**src/ess_pkg.sv**
```systemverilog
// Constants, types and register map of the EEPROM store sequencer.
`default_nettype none
package ess_pkg;

	// Sequence entries handled by this block, walked in ascending order.
	localparam int             SEQ_ENTRIES  = 3;
	localparam logic [1:0]     LAST_ENTRY   = 2'h2;

	// Register indices; the byte address on the bus is four times the index.
	localparam logic [11:0]    IDX_INSTR [SEQ_ENTRIES] =
		'{12'he2b, 12'he2e, 12'he31};
	localparam logic [11:0]    IDX_START [SEQ_ENTRIES] =
		'{12'he2c, 12'he2f, 12'he32};
	localparam logic [11:0]    IDX_CTRL     = 12'hf00;
	localparam logic [11:0]    IDX_BASE     = 12'hf01;
	localparam logic [11:0]    IDX_STATUS   = 12'hf02;
	localparam logic [11:0]    IDX_POINTER  = 12'hf03;

	// Values after reset of the sequence registers.
	localparam logic [7:0]     INSTR_RESET [SEQ_ENTRIES] =
		'{8'h0e, 8'h33, 8'h1e};
	localparam logic [15:0]    START_RESET [SEQ_ENTRIES] =
		'{16'h0430, 16'h0440, 16'h0500};
	localparam logic [15:0]    BASE_RESET   = 16'h0000;

	// Field positions in the control and status words.
	localparam int             CTRL_START_BIT  = 0;
	localparam int             STAT_BUSY_BIT   = 0;
	localparam int             STAT_DONE_BIT   = 1;

	// Footprint of the preceding digital_loop_zero general step in the
	// EEPROM: instruction and address bytes, then 31 data bytes plus
	// one checksum byte.
	localparam logic [15:0]    PRIOR_HEADER_BYTES = 16'h0003;
	localparam logic [15:0]    PRIOR_DATA_ADVANCE = 16'h0020;

	// Bus answers.
	localparam logic [1:0]     RESP_OKAY    = 2'h0;
	localparam logic [1:0]     RESP_SLVERR  = 2'h2;

	// Sequencer states, one-hot.
	typedef enum logic [5:0] {
		ST_IDLE    = 6'h01,
		ST_INSTR   = 6'h02,
		ST_ADDR_HI = 6'h04,
		ST_ADDR_LO = 6'h08,
		ST_MAP_RD  = 6'h10,
		ST_DATA_WR = 6'h20
	} ess_state_t;

	// One byte written into the EEPROM at one pointer value.
	typedef struct packed {
		logic [15:0] addr;
		logic [7:0]  data;
	} ess_ee_wr_t;

	// A bus write held until both address and data have arrived.
	typedef struct packed {
		logic [11:0] idx;
		logic        mapped_hi;
		logic [31:0] data;
		logic [3:0]  strb;
	} ess_bus_wr_t;

endpackage
`default_nettype wire

```
**src/ess_sequencer.sv**
```systemverilog
// EEPROM store sequencer with its AXI4-Lite register file.
//
// Decided for this implementation: the AXI4-Lite slave port.
`timescale 1ns/1ns
`default_nettype none

module ess_sequencer
	import ess_pkg::*;
(
	// Clock and reset.
	input  wire logic        aclk,
	input  wire logic        aresetn,
	// AXI4-Lite write address channel.
	input  wire logic        awvalid,
	output logic             awready,
	input  wire logic [15:0] awaddr,
	input  wire logic [2:0]  awprot,
	// AXI4-Lite write data channel.
	input  wire logic        wvalid,
	output logic             wready,
	input  wire logic [31:0] wdata,
	input  wire logic [3:0]  wstrb,
	// AXI4-Lite write response channel.
	output logic             bvalid,
	input  wire logic        bready,
	output logic [1:0]       bresp,
	// AXI4-Lite read address channel.
	input  wire logic        arvalid,
	output logic             arready,
	input  wire logic [15:0] araddr,
	input  wire logic [2:0]  arprot,
	// AXI4-Lite read data channel.
	output logic             rvalid,
	input  wire logic        rready,
	output logic [31:0]      rdata,
	output logic [1:0]       rresp,
	// Register map read port.
	output logic             map_req,
	output logic [15:0]      map_addr,
	input  wire logic        map_ack,
	input  wire logic [7:0]  map_rdata,
	// EEPROM byte write port.
	output logic             ee_valid,
	input  wire logic        ee_ready,
	output ess_ee_wr_t       ee_wr
);

	logic [7:0]  seq_instr [SEQ_ENTRIES];
	logic [15:0] seq_start [SEQ_ENTRIES];
	logic [15:0] base_ptr;
	logic        start_pulse;
	logic        done;

	ess_state_t  state;
	logic [1:0]  entry;
	logic [15:0] ptr;
	logic [8:0]  count;
	logic [15:0] cur_start;

	ess_bus_wr_t wr_q;
	logic        aw_held;
	logic        w_held;
	logic        do_write;
	logic        wr_hit;
	logic [15:0] first_ptr;
	logic [1:0]  next_entry;
	logic        last_byte;

	// Writes wait until both address and data are held, so that the
	// two channels may arrive in either order.
	assign awready  = !aw_held;
	assign wready   = !w_held;
	assign do_write = aw_held && w_held && !bvalid;
	assign arready  = !rvalid;

	// Entries hold the data step of one group: its count and start.
	function automatic logic [8:0] step_count(input logic [7:0] instr);
		step_count = {1'b0, instr} + 9'h001;
	endfunction

	function automatic logic [31:0] rd_value(input logic [11:0] idx);
		logic [31:0] v;
		v = 32'h0000_0000;
		for (int i = 0; i < SEQ_ENTRIES; i++) begin
			if (idx == IDX_INSTR[i]) begin
				v = {24'h00_0000, seq_instr[i]};
			end
			if (idx == IDX_START[i]) begin
				v = {16'h0000, seq_start[i]};
			end
		end
		if (idx == IDX_BASE) begin
			v = {16'h0000, base_ptr};
		end
		if (idx == IDX_STATUS) begin
			v[STAT_BUSY_BIT] = (state != ST_IDLE);
			v[STAT_DONE_BIT] = done;
		end
		if (idx == IDX_POINTER) begin
			v = {16'h0000, ptr};
		end
		rd_value = v;
	endfunction

	function automatic logic is_mapped(input logic [11:0] idx);
		logic m;
		m = (idx == IDX_CTRL) || (idx == IDX_BASE) ||
			(idx == IDX_STATUS) || (idx == IDX_POINTER);
		for (int i = 0; i < SEQ_ENTRIES; i++) begin
			if (idx == IDX_INSTR[i] || idx == IDX_START[i]) begin
				m = 1'b1;
			end
		end
		is_mapped = m;
	endfunction

	assign wr_hit = wr_q.mapped_hi && is_mapped(wr_q.idx);

	// Write address and data capture.
	always_ff @(posedge aclk) begin
		if (!aresetn) begin
			aw_held <= 1'b0;
			w_held  <= 1'b0;
			wr_q    <= '0;
		end else begin
			if (awvalid && awready) begin
				aw_held        <= 1'b1;
				wr_q.idx       <= awaddr[13:2];
				wr_q.mapped_hi <= (awaddr[15:14] == 2'h0);
			end else if (do_write) begin
				aw_held <= 1'b0;
			end
			if (wvalid && wready) begin
				w_held    <= 1'b1;
				wr_q.data <= wdata;
				wr_q.strb <= wstrb;
			end else if (do_write) begin
				w_held <= 1'b0;
			end
		end
	end

	// Write response; unmapped addresses answer with a slave error.
	always_ff @(posedge aclk) begin
		if (!aresetn) begin
			bvalid <= 1'b0;
			bresp  <= RESP_OKAY;
		end else if (do_write) begin
			bvalid <= 1'b1;
			bresp  <= wr_hit ? RESP_OKAY : RESP_SLVERR;
		end else if (bready) begin
			bvalid <= 1'b0;
		end
	end

	// Read channel.
	always_ff @(posedge aclk) begin
		if (!aresetn) begin
			rvalid <= 1'b0;
			rdata  <= 32'h0000_0000;
			rresp  <= RESP_OKAY;
		end else if (arvalid && arready) begin
			rvalid <= 1'b1;
			if (araddr[15:14] == 2'h0 && is_mapped(araddr[13:2])) begin
				rdata <= rd_value(araddr[13:2]);
				rresp <= RESP_OKAY;
			end else begin
				rdata <= 32'h0000_0000;
				rresp <= RESP_SLVERR;
			end
		end else if (rready) begin
			rvalid <= 1'b0;
		end
	end

	// Sequence registers and the EEPROM base pointer. Software may
	// rewrite them during a run; an entry is sampled when it starts.
	always_ff @(posedge aclk) begin
		if (!aresetn) begin
			for (int i = 0; i < SEQ_ENTRIES; i++) begin
				seq_instr[i] <= INSTR_RESET[i];
				seq_start[i] <= START_RESET[i];
			end
			base_ptr <= BASE_RESET;
		end else if (do_write && wr_q.mapped_hi) begin
			for (int i = 0; i < SEQ_ENTRIES; i++) begin
				if (wr_q.idx == IDX_INSTR[i] && wr_q.strb[0]) begin
					seq_instr[i] <= wr_q.data[7:0];
				end
				if (wr_q.idx == IDX_START[i]) begin
					if (wr_q.strb[0]) begin
						seq_start[i][7:0] <= wr_q.data[7:0];
					end
					if (wr_q.strb[1]) begin
						seq_start[i][15:8] <= wr_q.data[15:8];
					end
				end
			end
			if (wr_q.idx == IDX_BASE) begin
				if (wr_q.strb[0]) begin
					base_ptr[7:0] <= wr_q.data[7:0];
				end
				if (wr_q.strb[1]) begin
					base_ptr[15:8] <= wr_q.data[15:8];
				end
			end
		end
	end

	// Start command; a start while a run is under way is ignored.
	always_ff @(posedge aclk) begin
		if (!aresetn) begin
			start_pulse <= 1'b0;
		end else begin
			start_pulse <= do_write && wr_q.mapped_hi &&
				wr_q.idx == IDX_CTRL && wr_q.strb[0] &&
				wr_q.data[CTRL_START_BIT] && state == ST_IDLE;
		end
	end

	// Done is sticky until the next start. Completion cannot coincide
	// with an accepted start, since starts are only taken when idle.
	always_ff @(posedge aclk) begin
		if (!aresetn) begin
			done <= 1'b0;
		end else if (last_byte && entry == LAST_ENTRY) begin
			done <= 1'b1;
		end else if (start_pulse) begin
			done <= 1'b0;
		end
	end

	// The first entry lands just after the preceding general step.
	assign first_ptr  = base_ptr + PRIOR_HEADER_BYTES +
		PRIOR_DATA_ADVANCE;
	assign next_entry = entry + 2'h1;
	assign last_byte  = (state == ST_DATA_WR) && ee_ready &&
		(count == 9'h001);
	assign ee_valid   = (state == ST_INSTR) || (state == ST_ADDR_HI) ||
		(state == ST_ADDR_LO) || (state == ST_DATA_WR);
	assign map_req    = (state == ST_MAP_RD);

	// Sequencer: instruction byte, address bytes, then the data bytes.
	always_ff @(posedge aclk) begin
		if (!aresetn) begin
			state     <= ST_IDLE;
			entry     <= 2'h0;
			count     <= 9'h000;
			cur_start <= 16'h0000;
		end else begin
			case (state)
				ST_IDLE: begin
					if (start_pulse) begin
						entry     <= 2'h0;
						count     <= step_count(seq_instr[0]);
						cur_start <= seq_start[0];
						state     <= ST_INSTR;
					end
				end
				ST_INSTR: begin
					if (ee_ready) begin
						state <= ST_ADDR_HI;
					end
				end
				ST_ADDR_HI: begin
					if (ee_ready) begin
						state <= ST_ADDR_LO;
					end
				end
				ST_ADDR_LO: begin
					if (ee_ready) begin
						state <= ST_MAP_RD;
					end
				end
				ST_MAP_RD: begin
					if (map_ack) begin
						state <= ST_DATA_WR;
					end
				end
				ST_DATA_WR: begin
					if (ee_ready) begin
						count <= count - 9'h001;
						if (count != 9'h001) begin
							state <= ST_MAP_RD;
						end else if (entry == LAST_ENTRY) begin
							state <= ST_IDLE;
						end else begin
							// Next entry only after this one is complete.
							entry     <= next_entry;
							count     <= step_count(seq_instr[next_entry]);
							cur_start <= seq_start[next_entry];
							state     <= ST_INSTR;
						end
					end
				end
				default: begin
					state <= ST_IDLE;
				end
			endcase
		end
	end

	// The pointer steps once for every byte that the EEPROM takes.
	always_ff @(posedge aclk) begin
		if (!aresetn) begin
			ptr <= 16'h0000;
		end else if (start_pulse && state == ST_IDLE) begin
			ptr <= first_ptr;
		end else if (ee_valid && ee_ready) begin
			ptr <= ptr + 16'h0001;
		end
	end

	// Register map reads walk up from the start address of the entry.
	always_ff @(posedge aclk) begin
		if (!aresetn) begin
			map_addr <= 16'h0000;
		end else if (state == ST_ADDR_LO && ee_ready) begin
			map_addr <= cur_start;
		end else if (state == ST_DATA_WR && ee_ready) begin
			map_addr <= map_addr + 16'h0001;
		end
	end

	// Header bytes are loaded as the byte before is taken (the first one at
	// the start) and data bytes as the map read answers, so ee_wr never
	// changes while a byte is offered and stalled.
	always_ff @(posedge aclk) begin
		if (!aresetn) begin
			ee_wr <= '0;
		end else if (start_pulse && state == ST_IDLE) begin
			ee_wr.addr <= first_ptr;
			ee_wr.data <= seq_instr[0];
		end else if (state == ST_INSTR && ee_ready) begin
			ee_wr.addr <= ptr + 16'h0001;
			ee_wr.data <= cur_start[15:8];
		end else if (state == ST_ADDR_HI && ee_ready) begin
			ee_wr.addr <= ptr + 16'h0001;
			ee_wr.data <= cur_start[7:0];
		end else if (state == ST_MAP_RD && map_ack) begin
			ee_wr.addr <= ptr;
			ee_wr.data <= map_rdata;
		end else if (last_byte && entry != LAST_ENTRY) begin
			ee_wr.addr <= ptr + 16'h0001;
			ee_wr.data <= seq_instr[next_entry];
		end
	end

endmodule

`default_nettype wire

```
**config.mk**
```make
export PLATFORM = sky130hd
export DESIGN_NAME = ess_sequencer
export DESIGN_NICKNAME = d
export VERILOG_FILES = /design/src/ess_pkg.sv /design/src/ess_sequencer.sv
export SDC_FILE = /design/constraint.sdc
export NUM_CORES = 1
export LEC_CHECK = 0
export BUFFER_PORTS_ARGS = -buffer_cell sky130_fd_sc_hd__buf_2
export CAP_MARGIN = 20
export CELL_PAD_IN_SITES_DETAIL_PLACEMENT = 0
export CELL_PAD_IN_SITES_GLOBAL_PLACEMENT = 2
export CORE_MARGIN = 2
export CORE_UTILIZATION = 38
export CTS_CLUSTER_DIAMETER = 100
export DETAILED_ROUTE_END_ITERATION = 8
export GPL_TIMING_DRIVEN = 0
export PLACE_DENSITY_LB_ADDON = 0.1
export REMOVE_ABC_BUFFERS = 1
export SYNTH_ARGS = -nofsm -noshare
export SYNTH_HDL_FRONTEND = slang
export SYNTH_SLANG_ARGS = --single-unit
export TNS_END_PERCENT = 10
```
**constraint.sdc**
```tcl
create_clock -name aclk -period 8.7 [get_ports aclk]
set_clock_uncertainty 0.1 [all_clocks]
set_input_delay 0.87 -clock aclk [delete_from_list [all_inputs] [get_ports aclk]]
set_output_delay 0.87 -clock aclk [all_outputs]
set_load 0.03 [all_outputs]
```
# --- Word-level counts from Yosys, hierarchy flattened ---
# Memories as Yosys holds them, arrays and structs flattened.
# Index checks and enable logic that the tools add are counted.
word_totals:
  ff_bits: 178
  in_bits: 91
  mem_count: 2
  word_cells: 251
  output_inout_bits: 83
  ramBits: 72
memory_table:
  columns: ["name", "depth", "width", "read_ports", "rd_ports_with_merged_regs", "wr", "line_no", "text"]
  rows:
  - ["seq_start", 3, 16, 4, 0, 3, "ess_sequencer.sv:49", "logic [15:0] seq_start [SEQ_ENTRIES];"]
  - ["seq_instr", 3, 8, 4, 0, 3, "ess_sequencer.sv:48", "logic [7:0] seq_instr [SEQ_ENTRIES];"]
classes:
  n_reduce_logical: 60
  eq_ne: 39
  n_mux: 110
  n_bitwise: 9
  addsub: 8
ops:
  columns: ["operator", "n"]
  rows:
  - ["two-way mux 32 bit", 8]
  - ["== test 12 bit, second input constant", 20]
  - ["two-way mux 16 bit", 8]
  - ["two-way mux 24 bit", 5]
  - ["two-way mux 8 bit", 10]
  - ["two-way mux 1 bit", 56]
  - ["two-way mux 6 bit", 6]
  - ["two-way mux 9 bit", 4]
  - ["case mux 6 bit (6 select lines)", 1]
  - ["adder 16 x 1 -> 16 bit, second input constant", 2]
  - ["case mux 16 bit (2 select lines)", 1]
  - ["logical AND 1 bit", 25]
  - ["adder 8 x 1 -> 9 bit, second input constant", 2]
  - ["case mux 9 bit (2 select lines)", 1]
  - ["adder 16 x 2 -> 16 bit, second input constant", 1]
  - ["adder 16 x 6 -> 16 bit, second input constant", 1]
  - ["two-way mux 2 bit", 8]
  - ["inequality test 2 bit, second input constant", 8]
  - ["nonzero test 2 bit", 8]
  - ["logical OR 1 bit", 15]
  - ["== test 9 x 1 -> 1 bit, second input constant", 1]
  - ["inequality test 9 x 1 -> 1 bit, second input constant", 1]
  - ["OR 1 bit", 9]
  - ["AND reduction 3 bit", 3]
  - ["other kinds (18)", 22]

# --- Longest topological paths before layout ---
logic_depth:
  ltp_word: 11
  mapped_depth: 13
  ltp_nobuf: 11

# --- Worst setup path before layout ---
# Ideal clock, no wire load.
synth_path:
  path_type: "flip-flop to flip-flop"
  from: "register entry[0]"
  to: "register count[6]"
  period_less_slack_ns: 2.894
  path_buffers: 3
  slack_ns: 5.806
  required_ns: 8.480
  setup_time_ns: 0.120
  arrival_time_ns: 2.674
  stages_incl_launch_ff: 14
  cell_sequence: "dfxtp_1 > buf_2 > inv_1 > ha_1 > clkbuf_1 > clkbuf_1 > a21oi_1 > ha_1 > o21ai_0 > a21oi_1 > nor4b_1 > xnor2_1 > nor2_1 > o31a_1"
synth_via:
  elab_chain_cells: 7
  elab_cells_between_ends: 8
  classes_between: "add/sub (2); eq/ne (1); mux (4); memory (1)"
synth_lines:
  columns: ["element", "line_no", "text"]
  rows:
  - ["from (decl)", "ess_sequencer.sv:55", "logic [1:0] entry;"]
  - ["from (signal assigned)", "ess_sequencer.sv:289", "entry <= next_entry;"]
  - ["adder 2 x 1 -> 2 bit", "ess_sequencer.sv:236", "assign next_entry = entry + 2'h1;"]
  - ["memory (3 x 8 bit)", null, null]
  - ["adder 8 x 1 -> 9 bit", "ess_sequencer.sv:78", "step_count = {1'b0, instr} + 9'h001;"]
  - ["two-way mux 9 bit (*)", "ess_sequencer.sv:285", "end else if (entry == LAST_ENTRY) begin"]
  - ["two-way mux 9 bit (*)", "ess_sequencer.sv:283", "if (count != 9'h001) begin"]
  - ["two-way mux 9 bit (*)", "ess_sequencer.sv:281", "if (ee_ready) begin"]
  - ["case mux 9 bit (2 select lines) (*)", "ess_sequencer.sv:251", "case (state)"]
  - ["to (signal assigned)", "ess_sequencer.sv:255", "count <= step_count(seq_instr[0]);"]
  - ["to (signal assigned)", "ess_sequencer.sv:282", "count <= count - 9'h001;"]
  - ["to (signal assigned)", "ess_sequencer.sv:290", "count <= step_count(seq_instr[next_entry]);"]
  - ["to (decl)", "ess_sequencer.sv:57", "logic [8:0] count;"]
# Every way passes the cells marked *; elsewhere a longest branch is shown, timed or not. The select of a mux whose other input is x is not followed.
# A chain may end at the register's enable or synchronous reset.

# --- Worst setup path after layout ---
layout_path:
  from: "register entry[0]"
  to: "register ee_wr[3] (netlist bit)"
layout_via:
  elab_chain_cells: 7
  elab_cells_between_ends: 10
  classes_between: "add/sub (1); eq/ne (1); mux (5); reduce/logical (2); memory (1)"
layout_lines:
  columns: ["element", "line_no", "text"]
  rows:
  - ["adder 2 x 1 -> 2 bit", "ess_sequencer.sv:236", null]
  - ["memory (3 x 8 bit)", null, null]
  - ["two-way mux 24 bit", "ess_sequencer.sv:343", "end else if (last_byte && entry != LAST_ENTRY) begin"]
  - ["two-way mux 24 bit", "ess_sequencer.sv:340", "end else if (state == ST_MAP_RD && map_ack) begin"]
  - ["two-way mux 24 bit", "ess_sequencer.sv:337", "end else if (state == ST_ADDR_HI && ee_ready) begin"]
  - ["two-way mux 24 bit", "ess_sequencer.sv:334", "end else if (state == ST_INSTR && ee_ready) begin"]
  - ["two-way mux 24 bit", "ess_sequencer.sv:331", "end else if (start_pulse && state == ST_IDLE) begin"]
  - ["to (decl)", "ess_sequencer.sv:45", "output ess_ee_wr_t ee_wr"]
# Parallel ways exist; a longest one is shown, timed or not. The select of a mux whose other input is x is not followed.

==> impl_table.tex <==
\begin{tabular}{lr}
\hline
Metric & Value \\
\hline
\multicolumn{2}{l}{\textbf{Status}} \\
Status & finished, final reports clean \\
\multicolumn{2}{l}{\textbf{Placed design}} \\
Routability congestion estimate & about 0.88 \\
Count of buffers inserted at the top-level ports & 127 \\
Post-DP HPWL & 29.81 mm \\
Dpl cell area & 13220 um\^{}2 \\
\multicolumn{2}{l}{\textbf{Power}} \\
Gate power share & 0.052 \\
Leakage Power & between 5 and 6 nW \\
Switching power of the nets & 0.0005838 W \\
Cell area power density & about 170 nW/um\^{}2 \\
Seq pwr share & 0.465 \\
Switching fraction of total power & 0.2353 \\
Maximum resistive drop on vdd & between 100 and 150 uV \\
Fraction of power consumed by the clock network & 0.482 \\
Int Pwr & roughly 0.0019 W \\
\multicolumn{2}{l}{\textbf{Critical path}} \\
Cell at the slowest stage of the critical path & dfxtp\_1 \\
Element type at the critical path end & flip-flop \\
Arrival time of the worst setup path & about 4.3 ns \\
Largest stage delay, worst path & roughly 0.70 ns \\
Data required, critical path & 9.06 ns \\
Cells traversed along the worst timing path & inv\_1, ha\_1, or3b\_2, nor4\_4, nand2\_2, nand4\_1, nand2\_1, o21ai\_0 \\
Worst Setup Start Kind & flip-flop \\
Critical path start-end classification & flip-flop to flip-flop \\
Maximum fanout encountered on the critical timing path & 12 \\
\multicolumn{2}{l}{\textbf{Route}} \\
First drt pass iteration count & 5 \\
Post-DR wirelength/cell & roughly 21 um \\
Post-detailed-route count of antenna-violating nets & 0 \\
Per-cell via count in the routed design & about 5.6 \\
Total number of vias & roughly 11000 \\
Iteration-0 DRC Markers & 795 \\
DRC Markers & 0 \\
Wire length after detailed routing & around 40 mm \\
\multicolumn{2}{l}{\textbf{Finish}} \\
Count of inserted antenna diode cells & 0 \\
Nets & roughly 1600 \\
Fraction of final layout cells with drive strength greater than 1 & 0.1455 \\
Final Cell Area & $\sim$14000 um\^{}2 \\
Area Growth Syn to Fin & 15.25\% \\
Filler cell count in the final layout & around 3200 \\
\multicolumn{2}{l}{\textbf{Clock network}} \\
Number of buffers added by the clock tree synthesis step & 28 \\
H-tree levels & 1 \\
Clk Tree Root Cell & clkbuf\_16 \\
Number of clock sinks & between 200 and 250 \\
Post CTS Setup Buffer Count & 0 \\
Source-to-sink clock delay at the later pin of the worst-skew pair & roughly 0.56 ns \\
Number of cells upsized or downsized after cts & 0 \\
Count of hold buffers inserted by post-cts repair & 0 \\
Clock tree from TritonCTS & built \\
Clock transition at the register clock pins on the worst setup and hold paths after CTS & 0.06 ns \\
CTS Buffer Depth & 3 \\
\multicolumn{2}{l}{\textbf{Floorplanning}} \\
Starting Density & 0.3884 \\
Floorplan core area & 31720 um\^{}2 \\
Width of the chip & 184.1 um \\
Top-Level Pins & 174 \\
Die Footprint & between 30000 and 40000 um\^{}2 \\
Chip height & $\sim$180 um \\
Number of cell rows & 65 \\
\multicolumn{2}{l}{\textbf{STA}} \\
Count of pins over their slew limit & 0 \\
Unrepaired setup endpoints after global routing & false \\
Total of endpoints with negative setup slack in the final report & 0 \\
Number of hold violations in the final report & 0 \\
Achievable clock frequency & between 0.2 and 0.3 GHz \\
Period Utilization, post-route & 0.4494 \\
Sum of negative setup slack & 0 ns \\
Slew @ Worst Pin & between 1 and 1.5 ns \\
Min Clock Period, post-route & roughly 3.9 ns \\
Max-slew headroom & 0.3017 \\
\multicolumn{2}{l}{\textbf{Global routing}} \\
Remaining global-route overflow & 0 \\
Largest net degree at the start of global routing & 68 \\
Global router's overall resource usage & 0.2361 \\
Number of global-route vias before repair & 10030 \\
Antenna violations before repair & 0 \\
Wire length of the first global-routing pass & 61.60 mm \\
\multicolumn{2}{l}{\textbf{Logic synthesis}} \\
Most frequently used cell type in the post-synthesis netlist & nand2\_1 \\
Avg Inst Size Synth & $\sim$8.7 um\^{}2 \\
Post-synth cell types & a little over 80 \\
Commonest cells in the synthesized netlist & 176 x nand2\_1, 160 x dfxtp\_1, 132 x nor2\_1, 94 x o21ai\_0, 91 x a21oi\_1 \\
Area share of the largest cell type after synthesis & 0.2600 \\
Synth area leader & dfxtp\_1 \\
Top\_reg\_cell synth & dfxtp\_1 \\
Synthesized instance count & $\sim$1400 \\
Leading cell types by total area after synthesis & dfxtp\_1 26\%, edfxtp\_1 18\%, nand2\_1 5.4\% \\
Post-synthesis cell area & 12320 um\^{}2 \\
Register area share after synthesis & 0.4355 \\
Number of warnings issued by yosys & 0 \\
Number of register bits inferred by synthesis & around 230 \\
Number of flops mapped to enable cells by yosys & 72 \\
Asr flop ratio synth & 0 \\
\multicolumn{2}{l}{\textbf{Worst hold path}} \\
Kind of path behind the tightest hold check & flip-flop to flip-flop \\
\multicolumn{2}{l}{\textbf{Flow run}} \\
Number of max-cap violations & 0 \\
\hline
\end{tabular}
==> logic make-up after synthesis <==
| kind of cell | after synthesis | share of synthesized area |
|---|---|---|
| mux | 54 | 0.04428 |
| fa+ha+maj | 8 | 0.008125 |
| simple gates | 545 | 0.2168 |
| other cells | 1 | 0.0003044 |
| buf+inv | 139 | 0.05281 |
| xor+xnor | 60 | 0.04266 |
| flops | 232 | 0.4355 |
| compound gates | 374 | 0.1995 |
==> state kept, by name (all words and copies together), names as in the netlist, 2 cells and up <==
signal	cells
seq_start	48
wr_q	31
ee_wr	24
seq_instr	24
base_ptr	16
cur_start	16
map_addr	16
ptr	16
rdata	16
count	9
state	6
entry	2
==> metrics by stage <==
step           hold slack [ns]  utilization  worst slack, ns  power (W)  instances
2_1_floorplan           0.3319            -            5.227   0.001242       1313
3_3_place_gp            0.3375       0.4084            2.321   0.001301       1842
5_1_grt                 0.3650       0.4476            4.517   0.002565       1914
6_report                0.3455       0.4476            4.790   0.002481       1914
4_1_cts                 0.3508       0.4469            4.803   0.002506       1912
3_5_place_dp            0.3425       0.4167            4.526   0.001307       1861
==> per-layer routing <==
metal,global-route usage,vias to the layer above,part of all wire
met2,0.3707,318,0.44
met5,0,-,0
met3,0.02714,64,0.044
met4,0.06432,0,0.028
li1,-,5242,-
met1,0.3427,5076,0.49
==> cell usage in the layout, fill, tap and decap left out, types with 27 or more instances in the layout <==
master and n:
xnor2_1 31, o21ai_0 93, a21oi_1 91, nor3_1 35, a22oi_1 27, dfxtp_1 160
buf_2 132, edfxtp_1 72, nand2_1 176, nor2_1 131, clkbuf_16 28, xor2_1 29
mux2i_1 50, and2_1 37, nand3_1 47
==> cell type report <==
class                      count  area (um^2)  area share
clock buffer                  36        780.7     0.05499
clock inverter                15        177.7     0.01251
inverter                      22        85.08    0.005993
multi-input combinational   1059         6376      0.4491
sequential                   232         5365      0.3779
tap                          402        503.0     0.03543
timing repair buffer         148        909.6     0.06407
==> worst max-delay path: cells and delay by family, from the launching register on <==
kind	cells	cell delay, ns
and+or+nand+nor	5	2.31
DFF	1	0.70
AOI/OAI and AO/OA	1	0.31
adders and majority gates	1	0.27
buffers and inverters	1	0.10
==> path summary, 6_finish.rpt <==
check / slack (ns) / cells past startpoint / endpoint / from
max: 4.79 / 8 / ee_wr[3] / entry[0]
min: 0.35 / 2 / ee_wr[14] / ee_wr[14]
max reg2reg: 4.79 / 8 / ee_wr[3] / entry[0]
min reg2reg: 0.35 / 2 / ee_wr[14] / ee_wr[14]
==> power by group through the flow <==
stage,Clock (W),Combinational (W),Sequential (W)
CTS,0.00122,0.000130,0.00115
global placement,0,0.000124,0.00118
finish,0.00120,0.000130,0.00115
floorplan,0,0.0000713,0.00117
global route,0.00126,0.000144,0.00116
detailed placement,0,0.000130,0.00118
Power figures use the tool's default switching activity.
